--- config.mk ---
export PLATFORM = sky130hd
export DESIGN_NAME = i2c_ctl
export DESIGN_NICKNAME = d
export VERILOG_FILES = /design/src/ctl_pkg.sv /design/src/i2c_ctl.sv
export VERILOG_INCLUDE_DIRS = /design/src
export SDC_FILE = /design/constraint.sdc
export NUM_CORES = 1
export LEC_CHECK = 0
export ABC_AREA = 1
export BUFFER_PORTS_ARGS = -buffer_cell sky130_fd_sc_hd__buf_4
export CAP_MARGIN = 20
export CORE_MARGIN = 3
export CORE_UTILIZATION = 40
export DETAILED_ROUTE_END_ITERATION = 16
export GPL_TIMING_DRIVEN = 0
export PLACE_DENSITY_LB_ADDON = 0.1
export SYNTH_ARGS = -nofsm -noshare
export SYNTH_HDL_FRONTEND = slang
export SYNTH_SLANG_ARGS = --single-unit
--- constraint.sdc ---
create_clock -name CORE_CLK -period 1.2 [get_ports CORE_CLK]
set_input_delay 0 -clock CORE_CLK [delete_from_list [all_inputs] [get_ports CORE_CLK]]
set_output_delay 0 -clock CORE_CLK [all_outputs]
set_load 0.02 [all_outputs]
--- src/ctl_cfg.svh ---
// register map, field positions and reset values of the two-wire control block
`ifndef CTL_CFG_SVH
`define CTL_CFG_SVH
`define IDX_MAIN_CONFIG   10'h000
`define IDX_BUS_COMMAND   10'h001
`define IDX_FLAG_VIEW     10'h010
`define IDX_IRQ_ENABLE    10'h011
`define MAIN_CONFIG_RST   8'h00
`define BUS_COMMAND_RST   8'h00
`define IRQ_ENABLE_RST    3'h0
`define MAIN_CONFIG_MASK  8'hFB
`define BUS_COMMAND_MASK  8'hBF
`define B_HOLD_SCL_OFF    7
`define B_GC_ACCEPT       6
`define B_CRC_CALC_ON     5
`define B_ARP_ENABLE      4
`define B_HOST_ROLE_SEL   3
`define B_SMB_PROTO_SEL   1
`define B_UNIT_ON         0
`define B_SOFT_HOLD_RST   7
`define B_ALERT_DRIVE     5
`define B_CRC_XFER_REQ    4
`define B_ACK_NEXT_SEL    3
`define B_ACK_ENABLE      2
`define B_STOP_REQ        1
`define B_START_REQ       0
`define B_ERROR_IRQ_ON    0
`define B_EVENT_IRQ_ON    1
`define B_BUFFER_IRQ_ON   2
`endif

--- src/ctl_pkg.sv ---
// types shared by the two-wire control block
package ctl_pkg;
  typedef struct packed {
    logic [7:0]  main_config;
    logic [7:0]  bus_command;
    logic [2:0]  irq_enable;
    logic        unit_live;
    logic [1:0]  scl_sync;
    logic [1:0]  sda_sync;
    logic        scl_prev;
    logic        sda_prev;
    logic        busy;
    logic        start_seen;
    logic        stop_seen;
    logic        pend;
    logic        pend_wr;
    logic        pend_hit;
    logic [9:0]  pend_idx;
    logic [31:0] rdata;
    logic        ready;
    logic        evt_irq;
    logic        err_irq;
    logic        wake_wait;
    logic        wake_halt;
    logic        stretch;
    logic        addr_ack;
    logic        alert_oe;
    logic        crc_on;
    logic        smbus_mode;
    logic        ack_next;
    logic        data_ack;
    logic        crc_req;
    logic        stop_req;
    logic        start_req;
    logic        hold_reset;
  } ctl_state_type;
endpackage

--- src/i2c_ctl.sv ---
// two-wire bus control registers, interrupt mapping and wake routing
//
// The AHB-Lite interface to the registers was decided locally.
`timescale 1ns/1ps
`include "ctl_cfg.svh"

// Behaviour
// - event flags raise event request when enabled
// - buffer flags need event and buffer enables
// - events wake wait; halt wake only
// - slave stretches on hit/byte unless disabled
// - general call acked only when accepted
// - checksum calculation follows its enable bit
// - arp recognises device or host address
// - protocol select; reserved bit reads zero
// - disable deferred until bus idle
// - soft reset holds interface in reset
// - alert bit drives line, acks alert header
// - checksum request cleared by hardware events
// - arbitration loss may corrupt checksum
// - position bit selects current or next byte
// - ack enable acks every received byte
// - stop cleared on stop, set on timeout
// - stop request ends master or releases slave
// - start request cleared when sent or disabled
// - both control registers reset to zero
module i2c_ctl
  import ctl_pkg::*;
#(
  parameter int IDX_W = 10
) (
  // clock and reset
  input  wire logic        CORE_CLK,
  input  wire logic        RST,
  // ahb-lite slave
  input  wire logic        HSEL,
  input  wire logic [31:0] HADDR,
  input  wire logic [1:0]  HTRANS,
  input  wire logic        HWRITE,
  input  wire logic [2:0]  HSIZE,
  input  wire logic [31:0] HWDATA,
  input  wire logic        HREADY,
  output logic      [31:0] HRDATA,
  output logic             HREADYOUT,
  output logic             HRESP,
  // bus pins as seen by the block
  input  wire logic        SCL_IN,
  input  wire logic        SDA_IN,
  input  wire logic        ALERT_IN,
  output logic             ALERT_OUT,
  output logic             ALERT_OE,
  // flags from the protocol engine
  input  wire logic        START_SENT_FLAG,
  input  wire logic        TARGET_HIT_FLAG,
  input  wire logic        TEN_BIT_HEADER_FLAG,
  input  wire logic        STOP_SEEN_FLAG,
  input  wire logic        BYTE_DONE_FLAG,
  input  wire logic        HALT_WAKE_FLAG,
  input  wire logic        RX_HOLDING_FULL,
  input  wire logic        TX_HOLDING_EMPTY,
  input  wire logic        MISPLACED_COND_FLAG,
  input  wire logic        ARB_LOST_FLAG,
  input  wire logic        NAK_FAULT_FLAG,
  input  wire logic        OVERFLOW_UNDERFLOW_FLAG,
  input  wire logic        CRC_MISMATCH_FLAG,
  input  wire logic        TIMEOUT_FLAG,
  input  wire logic        SMBUS_ALERT_FLAG,
  // engine status and one-cycle events
  input  wire logic        SLAVE_MODE,
  input  wire logic        START_DONE,
  input  wire logic        CRC_SENT,
  input  wire logic        TIMEOUT_EVT,
  // received address class from the engine
  input  wire logic        ADDR_OWN,
  input  wire logic        ADDR_GEN_CALL,
  input  wire logic        ADDR_DEV_DEFAULT,
  input  wire logic        ADDR_HOST,
  input  wire logic        ADDR_ALERT_RESP,
  // controls to the engine and the system
  output logic             EVENT_IRQ,
  output logic             ERROR_IRQ,
  output logic             WAKE_WAIT,
  output logic             WAKE_HALT,
  output logic             SCL_STRETCH,
  output logic             ADDR_ACK,
  output logic             DATA_ACK,
  output logic             ACK_NEXT_SEL,
  output logic             CRC_CALC_ON,
  output logic             CRC_XFER_REQ,
  output logic             SMBUS_MODE,
  output logic             PINS_OWNED,
  output logic             STOP_REQ,
  output logic             START_REQ,
  output logic             ENGINE_RESET
);

  // register map, one aligned word per register, data in bits 7:0
  //   byte 0x00 main_config
  //     bit 7 hold_scl_off: no slave clock stretching
  //     bit 6 general_call_accept: answer address zero
  //     bit 5 crc_calc_on: checksum engine running
  //     bit 4 arp_enable: smbus default or host address
  //     bit 3 host_role_sel: 0 device, 1 host
  //     bit 2 reserved, reads zero, writes dropped
  //     bit 1 smb_protocol_sel: 0 plain, 1 smbus
  //     bit 0 unit_on: pins to the interface
  //   byte 0x04 bus_command
  //     bit 7 soft_hold_reset: engine held in reset
  //     bit 6 reserved, reads zero, writes dropped
  //     bit 5 alert drive: pull the alert line low
  //     bit 4 checksum transfer or check request
  //     bit 3 ack_next_sel: current or next byte
  //     bit 2 acknowledge enable
  //     bit 1 stop request
  //     bit 0 start request
  //   byte 0x40 flag view, read only
  //     bits 3:0 error irq, event irq, busy, unit live
  //   byte 0x44 irq enable
  //     bits 2:0 buffer, event, error enables
  //   any other word reads zero and ignores writes
  //   unaligned or high addresses read zero as well
  //
  // bus timing
  //   address phase taken with ready high
  //   one wait state, ready low for one cycle
  //   write lands and read data loads at the next edge
  //   response is always okay; no transfer is refused
  //   size is ignored; whole words only
  //
  // pin timing
  //   two sync flops plus one edge stage on each line
  //   start or stop acts about four cycles after the pin
  //   glitches shorter than a clock may be missed
  //   busy set by a start, cleared by a stop or soft reset

  // the stored index field is fixed at ten bits
  generate
    if (IDX_W != 10) begin : g_bad
      $error("IDX_W must be 10 to fit the stored index");
    end
  endgenerate

  // all state in one packed struct, next copy built combinationally
  ctl_state_type s_reg;
  ctl_state_type s_next;

  // helpers read by the next-state logic
  logic [7:0] cfg;
  logic [7:0] cmd;
  logic       evt_any;
  logic       buf_any;
  logic       err_any;
  logic       scl_hi;
  logic [7:0] wbyte;

  // shorthands on the stored registers
  assign cfg    = s_reg.main_config;
  assign cmd    = s_reg.bus_command;
  assign scl_hi = s_reg.scl_sync[1] & s_reg.scl_prev;
  assign wbyte  = HWDATA[7:0];

  // raw flag groups feeding the requests
  assign evt_any = START_SENT_FLAG | TARGET_HIT_FLAG | TEN_BIT_HEADER_FLAG
                 | STOP_SEEN_FLAG | BYTE_DONE_FLAG | HALT_WAKE_FLAG;
  // buffer flags carry their own enable, applied below
  assign buf_any = RX_HOLDING_FULL | TX_HOLDING_EMPTY;
  assign err_any = MISPLACED_COND_FLAG | ARB_LOST_FLAG | NAK_FAULT_FLAG
                 | OVERFLOW_UNDERFLOW_FLAG | CRC_MISMATCH_FLAG | TIMEOUT_FLAG
                 | SMBUS_ALERT_FLAG;

  // priority inside one cycle, last assignment wins:
  //   hardware clears first, then a software write in its data
  //   phase, then a timeout, which sets the stop bit
  //   so a write in the clearing cycle keeps what software wrote
  // next-state logic for the whole block
  always_comb begin
    s_next = s_reg;

    // pins: two flops, then one more stage for edge finding
    // only the second flop is read; the first may be metastable
    s_next.scl_sync = {s_reg.scl_sync[0], SCL_IN};
    s_next.sda_sync = {s_reg.sda_sync[0], SDA_IN};
    s_next.scl_prev = s_reg.scl_sync[1];
    s_next.sda_prev = s_reg.sda_sync[1];
    // start: data falls while clock high; stop: data rises
    s_next.start_seen = scl_hi & s_reg.sda_prev & ~s_reg.sda_sync[1];
    s_next.stop_seen  = scl_hi & ~s_reg.sda_prev & s_reg.sda_sync[1];

    // bus busy tracker, wiped by the soft reset
    // busy also holds off the deferred disable below
    if (cmd[`B_SOFT_HOLD_RST]) begin
      s_next.busy = 1'b0;
    end else if (s_reg.start_seen) begin
      s_next.busy = 1'b1;
    end else if (s_reg.stop_seen) begin
      s_next.busy = 1'b0;
    end

    // enabling is immediate, disabling waits for an idle bus
    // pins stay with the interface until the transfer has ended
    if (cfg[`B_UNIT_ON]) begin
      s_next.unit_live = 1'b1;
    end else if (!s_reg.busy) begin
      s_next.unit_live = 1'b0;
    end

    // hardware clears of the command bits
    // disable clears follow unit_live, not the raw enable bit
    if (!s_reg.unit_live) begin
      s_next.bus_command[`B_ALERT_DRIVE]  = 1'b0;
      s_next.bus_command[`B_CRC_XFER_REQ] = 1'b0;
      s_next.bus_command[`B_ACK_NEXT_SEL] = 1'b0;
      s_next.bus_command[`B_ACK_ENABLE]   = 1'b0;
      s_next.bus_command[`B_START_REQ]    = 1'b0;
    end
    // checksum request ends once sent or on any start or stop
    if (CRC_SENT | s_reg.start_seen | s_reg.stop_seen) begin
      s_next.bus_command[`B_CRC_XFER_REQ] = 1'b0;
    end
    if (s_reg.stop_seen) begin
      s_next.bus_command[`B_STOP_REQ] = 1'b0;
    end
    if (START_DONE) begin
      s_next.bus_command[`B_START_REQ] = 1'b0;
    end

    // ahb data phase: one wait state, then answer from a flop
    // no new address phase lands while a data phase is open,
    // since ready is low for that cycle
    s_next.ready = 1'b1;
    if (s_reg.pend) begin
      s_next.pend  = 1'b0;
      s_next.rdata = 32'h0000_0000;
      if (s_reg.pend_hit && s_reg.pend_wr) begin
        unique case (s_reg.pend_idx)
          `IDX_MAIN_CONFIG: s_next.main_config = wbyte & `MAIN_CONFIG_MASK;
          `IDX_BUS_COMMAND: s_next.bus_command = wbyte & `BUS_COMMAND_MASK;
          `IDX_IRQ_ENABLE:  s_next.irq_enable  = wbyte[2:0];
          default: ;
        endcase
      end else if (s_reg.pend_hit) begin
        unique case (s_reg.pend_idx)
          `IDX_MAIN_CONFIG: s_next.rdata[7:0] = cfg;
          `IDX_BUS_COMMAND: s_next.rdata[7:0] = cmd;
          `IDX_IRQ_ENABLE:  s_next.rdata[2:0] = s_reg.irq_enable;
          `IDX_FLAG_VIEW:   s_next.rdata[3:0] = {s_reg.err_irq, s_reg.evt_irq,
                                                 s_reg.busy, s_reg.unit_live};
          default: ;
        endcase
      end
    end else if (HSEL && HTRANS[1] && HREADY) begin
      s_next.pend     = 1'b1;
      s_next.ready    = 1'b0;
      s_next.pend_wr  = HWRITE;
      s_next.pend_idx = HADDR[IDX_W+1:2];
      s_next.pend_hit = (HADDR[31:IDX_W+2] == '0) && (HADDR[1:0] == 2'h0);
    end

    // a timeout sets stop last, so it beats a software clear
    if (TIMEOUT_EVT) begin
      s_next.bus_command[`B_STOP_REQ] = 1'b1;
    end

    // interrupt requests and wake-up routing
    // levels follow the engine flags; clearing them is the engine's job
    s_next.evt_irq = s_reg.irq_enable[`B_EVENT_IRQ_ON]
                   & (evt_any | (buf_any & s_reg.irq_enable[`B_BUFFER_IRQ_ON]));
    s_next.err_irq = s_reg.irq_enable[`B_ERROR_IRQ_ON] & err_any;

    // any request ends wait; halt ends only on the halt wake flag
    s_next.wake_wait = s_next.evt_irq | s_next.err_irq;
    s_next.wake_halt = s_reg.irq_enable[`B_EVENT_IRQ_ON] & HALT_WAKE_FLAG;

    // slave clock stretching until software clears the flag
    s_next.stretch = s_reg.unit_live & SLAVE_MODE & ~cfg[`B_HOLD_SCL_OFF]
                   & (TARGET_HIT_FLAG | BYTE_DONE_FLAG);

    // address acknowledge decision per address class
    // the alert response header needs only the alert bit
    s_next.addr_ack = s_reg.unit_live & (
        (ADDR_OWN & cmd[`B_ACK_ENABLE])
      | (ADDR_GEN_CALL & cfg[`B_GC_ACCEPT] & cmd[`B_ACK_ENABLE])
      | (ADDR_DEV_DEFAULT & cfg[`B_ARP_ENABLE] & ~cfg[`B_HOST_ROLE_SEL]
         & cmd[`B_ACK_ENABLE])
      | (ADDR_HOST & cfg[`B_ARP_ENABLE] & cfg[`B_HOST_ROLE_SEL]
         & cmd[`B_ACK_ENABLE])
      | (ADDR_ALERT_RESP & cmd[`B_ALERT_DRIVE]));

    // alert line is open drain: pull low only while the bit is set
    s_next.alert_oe   = cmd[`B_ALERT_DRIVE];

    // arbitration loss is not masked here; the checksum may be corrupted
    s_next.crc_on     = s_reg.unit_live & cfg[`B_CRC_CALC_ON];
    s_next.smbus_mode = cfg[`B_SMB_PROTO_SEL];
    s_next.ack_next   = cmd[`B_ACK_NEXT_SEL];
    s_next.data_ack   = cmd[`B_ACK_ENABLE];
    s_next.crc_req    = cmd[`B_CRC_XFER_REQ];

    // engine ends a master transfer or releases lines as a slave
    s_next.stop_req   = s_reg.unit_live & cmd[`B_STOP_REQ];
    s_next.start_req  = s_reg.unit_live & cmd[`B_START_REQ];
    s_next.hold_reset = cmd[`B_SOFT_HOLD_RST];
  end

  // reset picture
  //   both control registers and the irq enables clear to zero
  //   all engine controls and requests start low
  //   sync flops and edge stages start high, the idle pin level,
  //   so no false start or stop follows reset
  //   ready starts high, so the first transfer is taken at once
  //
  // single state register, synchronous reset
  always_ff @(posedge CORE_CLK) begin
    if (RST) begin
      s_reg             <= '0;
      s_reg.main_config <= `MAIN_CONFIG_RST;
      s_reg.bus_command <= `BUS_COMMAND_RST;
      s_reg.irq_enable  <= `IRQ_ENABLE_RST;
      s_reg.scl_sync    <= 2'h3;
      s_reg.sda_sync    <= 2'h3;
      s_reg.scl_prev    <= 1'b1;
      s_reg.sda_prev    <= 1'b1;
      s_reg.ready       <= 1'b1;
    end else begin
      s_reg <= s_next;
    end
  end

  // outputs straight from the state flops, except HRESP and ALERT_OUT, which are tied low
  // bus answer; every transfer ends okay
  assign HRDATA       = s_reg.rdata;
  assign HREADYOUT    = s_reg.ready;
  assign HRESP        = 1'b0;

  // alert pin is open drain: only ever pulled low
  assign ALERT_OUT    = 1'b0;
  assign ALERT_OE     = s_reg.alert_oe;

  // interrupt requests and wake-up lines
  assign EVENT_IRQ    = s_reg.evt_irq;
  assign ERROR_IRQ    = s_reg.err_irq;
  assign WAKE_WAIT    = s_reg.wake_wait;
  assign WAKE_HALT    = s_reg.wake_halt;

  // acknowledge and stretching controls
  assign SCL_STRETCH  = s_reg.stretch;
  assign ADDR_ACK     = s_reg.addr_ack;
  assign DATA_ACK     = s_reg.data_ack;
  assign ACK_NEXT_SEL = s_reg.ack_next;

  // checksum and protocol controls
  assign CRC_CALC_ON  = s_reg.crc_on;
  assign CRC_XFER_REQ = s_reg.crc_req;
  assign SMBUS_MODE   = s_reg.smbus_mode;

  // pin ownership, requests and engine reset
  assign PINS_OWNED   = s_reg.unit_live;
  assign STOP_REQ     = s_reg.stop_req;
  assign START_REQ    = s_reg.start_req;
  assign ENGINE_RESET = s_reg.hold_reset;

  // limitations
  //   soft reset holds the engine and wipes busy; register contents stay
  //   busy follows only conditions seen on the synchronised pins and the soft reset
  //   the alert line readback input is not used here
  //   rewriting bus_command while a request is pending may
  //   issue that request twice; software waits for the clear
  //   error requests end wait, never halt
  //   bus errors are never signalled; every response is okay

endmodule

# ---- Word-level counts from Yosys, hierarchy flattened
# Index checks and enable logic that the tools add are counted.
dict set report totals {
  elab_cells 124
  register_bits 64
  out_inout_bits 51
}
dict set report classes {
  n_eq_ne 4
  n_mux 21
  bitwise 52
  n_reduce_logical 14
}
# op count
set op_table {}
lappend op_table {{1-bit AND} 26}
lappend op_table {{1-bit OR} 21}
lappend op_table {{10-bit by 5-bit equality test with 1-bit output (second input constant)} 2}
lappend op_table {{20-bit zero test} 1}
lappend op_table {{9-bit 2-to-1 mux} 2}
lappend op_table {{8-bit 2-to-1 mux} 2}
lappend op_table {{13-bit 2-to-1 mux} 1}
lappend op_table {{3-bit case mux with 4 select lines} 1}
lappend op_table {{10-bit by 1-bit equality test with 1-bit output (second input constant)} 1}
lappend op_table {{10-bit zero test} 1}
lappend op_table {{1-bit 2-to-1 mux} 10}
lappend op_table {{3-bit AND reduction} 3}
lappend op_table {{4-bit case mux with 2 select lines} 1}
lappend op_table {{6-bit 2-to-1 mux} 1}
lappend op_table {{1-bit NOT} 5}
lappend op_table {{1-bit logical AND} 4}
lappend op_table {{4-bit 2-to-1 mux} 1}
lappend op_table {{2-bit OR reduction} 2}
lappend op_table {{3-bit 2-to-1 mux} 1}
lappend op_table {{1-bit case mux with 3 select lines} 1}
lappend op_table {{2-bit zero test} 1}
lappend op_table {{2-bit by 1-bit != test with 1-bit output (second input constant)} 1}
lappend op_table {{2-bit AND reduction} 1}
lappend op_table {{2-bit nonzero test} 1}

# ---- Longest topological paths before layout
dict set report depth {
  ltp_word 8
  mapped_depth 9
}

# ---- Worst setup path after synthesis
# No wires, ideal clock.
dict set report synth_path {
  path_kind {register -> register}
  start {register s_reg[56] (netlist name)}
  end {register s_reg (netlist bit cfg[5])}
  arrival_time_ns 1.102
  required_time_ns 1.083
  n_path_buf 1
  slack_ns -0.019
  synth_period_minus_slack_ns 1.219
  path_stages_with_launch 8
  cell_sequence {dfxtp_1 > nor2_4 > nand3_2 > nor2_4 > nand2_4 > buf_6 > o21ai_1 > a21oi_1}
}
dict set report synth_between {
  elab_chain_len 2
}
# item line_no
set synth_rtl {}
lappend synth_rtl {{from (decl)} i2c_ctl.sv:144} ;# ctl_state_type s_reg;
lappend synth_rtl {{from (signal assigned)} i2c_ctl.sv:325} ;# s_reg <= s_next;
lappend synth_rtl {{10-bit zero test} i2c_ctl.sv:235} ;# unique case (s_reg.pend_idx)
lappend synth_rtl {{3-bit AND reduction (no source line)} -}
# Every way passes these cells.
# A chain may end at the register's enable or synchronous reset.

# ---- Worst setup path in the final report
dict set report layout_path {
  start {register s_reg[57] (netlist name)}
  end {register s_reg (netlist bit cfg[7])}
}
# Same word-level chain as after synthesis.

==> out/results.env <==
SYN_INST=368
TRITONCTS_CLOCK_TREE='built'
R2R_SLACK_NS=-0.28
CORE_BOX_AREA_UM2=6830
ROUTE.DETAILED.VIAS_PER_INST=4.57
ARR_TIME_CRIT_PATH_NS=1.71
GRT_PASS1_WL_UM=13000
ROUTED_WIRE_LENGTH_PER_INSTANCE_UM=12.8
WORSTPATHREQUIRED_NS=1.43
DRC=0
HTREE_LEVELS=3
DRT_FIRST_ITER_VIOLATIONS=178
YOSYS.CELL_TYPES.COUNT=30
GP_ROUTABILITY_CONGESTION=0.894
HOLD_PATH_CLASS='input port to flip-flop'
FINALMAXSLEWVIOLATIONS=0
WORSTPATHCELLLIST='nor2_4, nand3_2, nor2_4, nand2_4, buf_8, o21ai_4, a21oi_2'
ROWS=30
CTS_BUFFER_DEPTH=2
FINAL_PERIOD_MINUS_WORST_SETUP_SLACK_NS=1.48
RSZ0062_AT_GRT='true'
DR.PASS1.ITERS=4
GRT_ANTENNA_BEFORE_REPAIR=0
VIOLATIONS='setup timing'
DP_SLACK_NS=-0.212
TIMING.CRITICAL_PATH.SLOWEST_STAGE_CELL='sky130_fd_sc_hd__dfxtp_2'
TIMING.CRITICAL_PATH.FANOUT_MAX=6
CLKLATENCYLATEPIN_NS=0.34
TIMING.CRITICAL_PATH.TO_TYPE='flip-flop'
CTS.ROOT.BUFFER_CELL='sky130_fd_sc_hd__clkbuf_8'
LAYOUT_COMMONEST_CELL='sky130_fd_sc_hd__buf_4'
CRIT_TOP_CELL='sky130_fd_sc_hd__nor2_4'
CRIT-REG2REG-LAUNCH='s_reg[57]'
CRITICAL_PATH_CLASS='flip-flop to flip-flop'
LAYOUT.NETS=654
FINALWORSTSETUPSLACK_NS=-0.278
RUN_STATUS='finished, violations left'
CPPEAKSTAGEDELAY_NS=0.33
SINKS_ON_THE_CLOCK_NET=64
WORST_PIN_SLEW_NS=0.688
IO_PINS=152
LEAKAGEPOWER_nW=2.15
GRTUSAGETOTAL_PCT=19.9
SETUP_VIOL=25
SEQ_AREA_FRAC_SYNTH_PCT=45.1
WORSTHOLDSTART='CRC_MISMATCH_FLAG'
VIA_COUNT=2986
MAXCAPVIOLCOUNT=0
N_ANTENNA_CELL=0
FINAL.SETUP_SKEW_NS=0.00824
POST_SYNTH_INSTANCE_AREA_UM2=2840
FIN_CELLS=653
POWER_PER_CELL_AREA_nW_PER_UM2=1030
MAX-SLEW-MARGIN-REL_PCT=54.1
GRT_START_MAX_NET_PINS=11
HOLD_VIOLATIONS=0
DIE_H_UM=90.2
CLK_PIN_SLEW_WORST_PATHS_NS=0.07
LAYOUT_WORST_PATH_CYCLE_SHARE_PCT=123
SYNTH_SEQ_CELLS=64
GRT-OVFL-TOTAL=0
MAPPED_AVG_CELL_AREA_UM2=7.71
LARGEST_REGISTER_FF_COUNT=21
DIE_AREA_UM2=8140
DRIVE_GT1_SHARE_PCT=40.8
YOSYSWARNINGS=0
FLOORPLAN.INITIALDENSITY_PCT=41.6
HORIZONTAL_DIE_DIMENSION_UM=90.2
MAX_CLOCK_FREQ_GHz=0.676
ANTENNA_LEFT=0
NUMBER_OF_GLOBAL_ROUTE_VIAS_BEFORE_REPAIR=2836
PORT_BUFFERS=95
TIMING.CRITICAL_PATH.FROM='s_reg[57]'
TOTAL_CTS_BUFFERS=9
HPWL_UM=5420
IRDROPWORSTVDD_mV=0.841
STARTPOINT_TYPE='flip-flop'
NUMPLACEDINSTANCES=584
LAYOUT-AREA-OVERHEAD-VS-SYNTH_PCT=65.8
MOST-COMMON-LAYOUT-CELLS='sky130_fd_sc_hd__buf_4, sky130_fd_sc_hd__dfxtp_1, sky130_fd_sc_hd__nand2_1, sky130_fd_sc_hd__nor2_1, sky130_fd_sc_hd__dlygate4sd3_1'
ROUTED_WL_UM=8350
==> worst paths after layout <==
path | to | depth (start not counted)
worst max-delay path | cfg[7] | 7
worst min-delay path | ERROR_IRQ | 5
worst max register to register | cfg[7] | 7
worst min register to register | s_next[64] | 1
==> timing repair <==
| action | CTS | global route |
|---|---|---|
| pin swaps | 14 | 15 |
| setup endpoints to repair | 37 | 41 |
| gates resized for setup | 33 | 55 |
| buffers inserted | 6 | 6 |
| hold endpoints to repair | 34 | 0 |
| gates cloned | 2 | 2 |
| hold buffers | 38 | 0 |
==> Yosys cell counts (all sizes together) <==
library cell,instances,area [um2]
dfxtp,64,1280
nor2,55,267
nand2,52,210
buf,37,283
inv,36,135
a21oi,35,179
o21ai,34,174
nand3,24,135
clkbuf,8,31.3
or2,7,43.8
nor4,5,31.3
nor3,4,20.0
a31oi,2,12.5
a211oi,1,12.5
and3,1,6.26
conb,1,3.75
nand3b,1,7.51
nand4,1,6.26
==> stage by stage <==
| stage | total power [mW] | TNS (ns) | hold WS (ns) | instance area, um2 | util (%) |
|---|---|---|---|---|---|
| after global routing | 5.03 | -6.71 | 0.0452 | 4710 | 68.9 |
| after detailed placement | 2.85 | -3.59 | 0.188 | 3770 | 55.1 |
| after global placement | 2.84 | -3.21 | 0.187 | 3770 | 55.1 |
| after floorplan | 2.60 | -0.0329 | 0.104 | 2930 | - |
| final | 4.83 | -4.60 | 0.00683 | 4710 | 68.9 |
| after CTS | 4.77 | -2.27 | 0.000816 | 4520 | 66.2 |
==> worst max-delay path, delay by kind of cell (launching register included) <==
| family | cells | cell delay (ns) |
|---|---|---|
| AOI/OAI and AO/OA | 2 | 0.16 |
| and+or+nand+nor | 4 | 0.72 |
| buffers and inverters | 1 | 0.16 |
| DFF | 1 | 0.33 |
==> area by class of cell <==
| cell class | count | area, um2 |
|---|---|---|
| inverters | 36 | 148 |
| multi-input cells | 248 | 1360 |
| repair buffers | 149 | 1270 |
| plain buffers | 45 | 332 |
| flip-flops and latches | 64 | 1290 |
| fillers | 561 | 2120 |
| well taps | 96 | 120 |
| clock buffers | 11 | 141 |
| clock inverters | 4 | 45.0 |
==> where the power goes <==
part	switching [mW]	total, mW	internal (mW)
sequential	0.0296	2.19	2.16
clock	0.796	1.79	0.994
combinational	0.403	0.850	0.447
==> logic make-up (layout without fill, tap and decap cells) <==
kind of cell	count (synthesis)	in the layout	share of synthesized area, %
AND/OR/NAND/NOR	150	150	25.6
buffers and inverters	81	245	15.8
AO/OA/AOI/OAI	72	72	13.3
flip-flops	64	64	45.1
other	1	26	0.132
==> layer usage <==
metal / wire length, um / GRT usage [%] / up-vias
met4: 40 / 5.61 / 0
met5: 0 / 0 / -
li1: - / - / 1508
met2: 4230 / 33.9 / 133
met1: 3410 / 23.4 / 1341
met3: 668 / 7.45 / 4
Note: power is estimated with default switching activity, not from simulation.
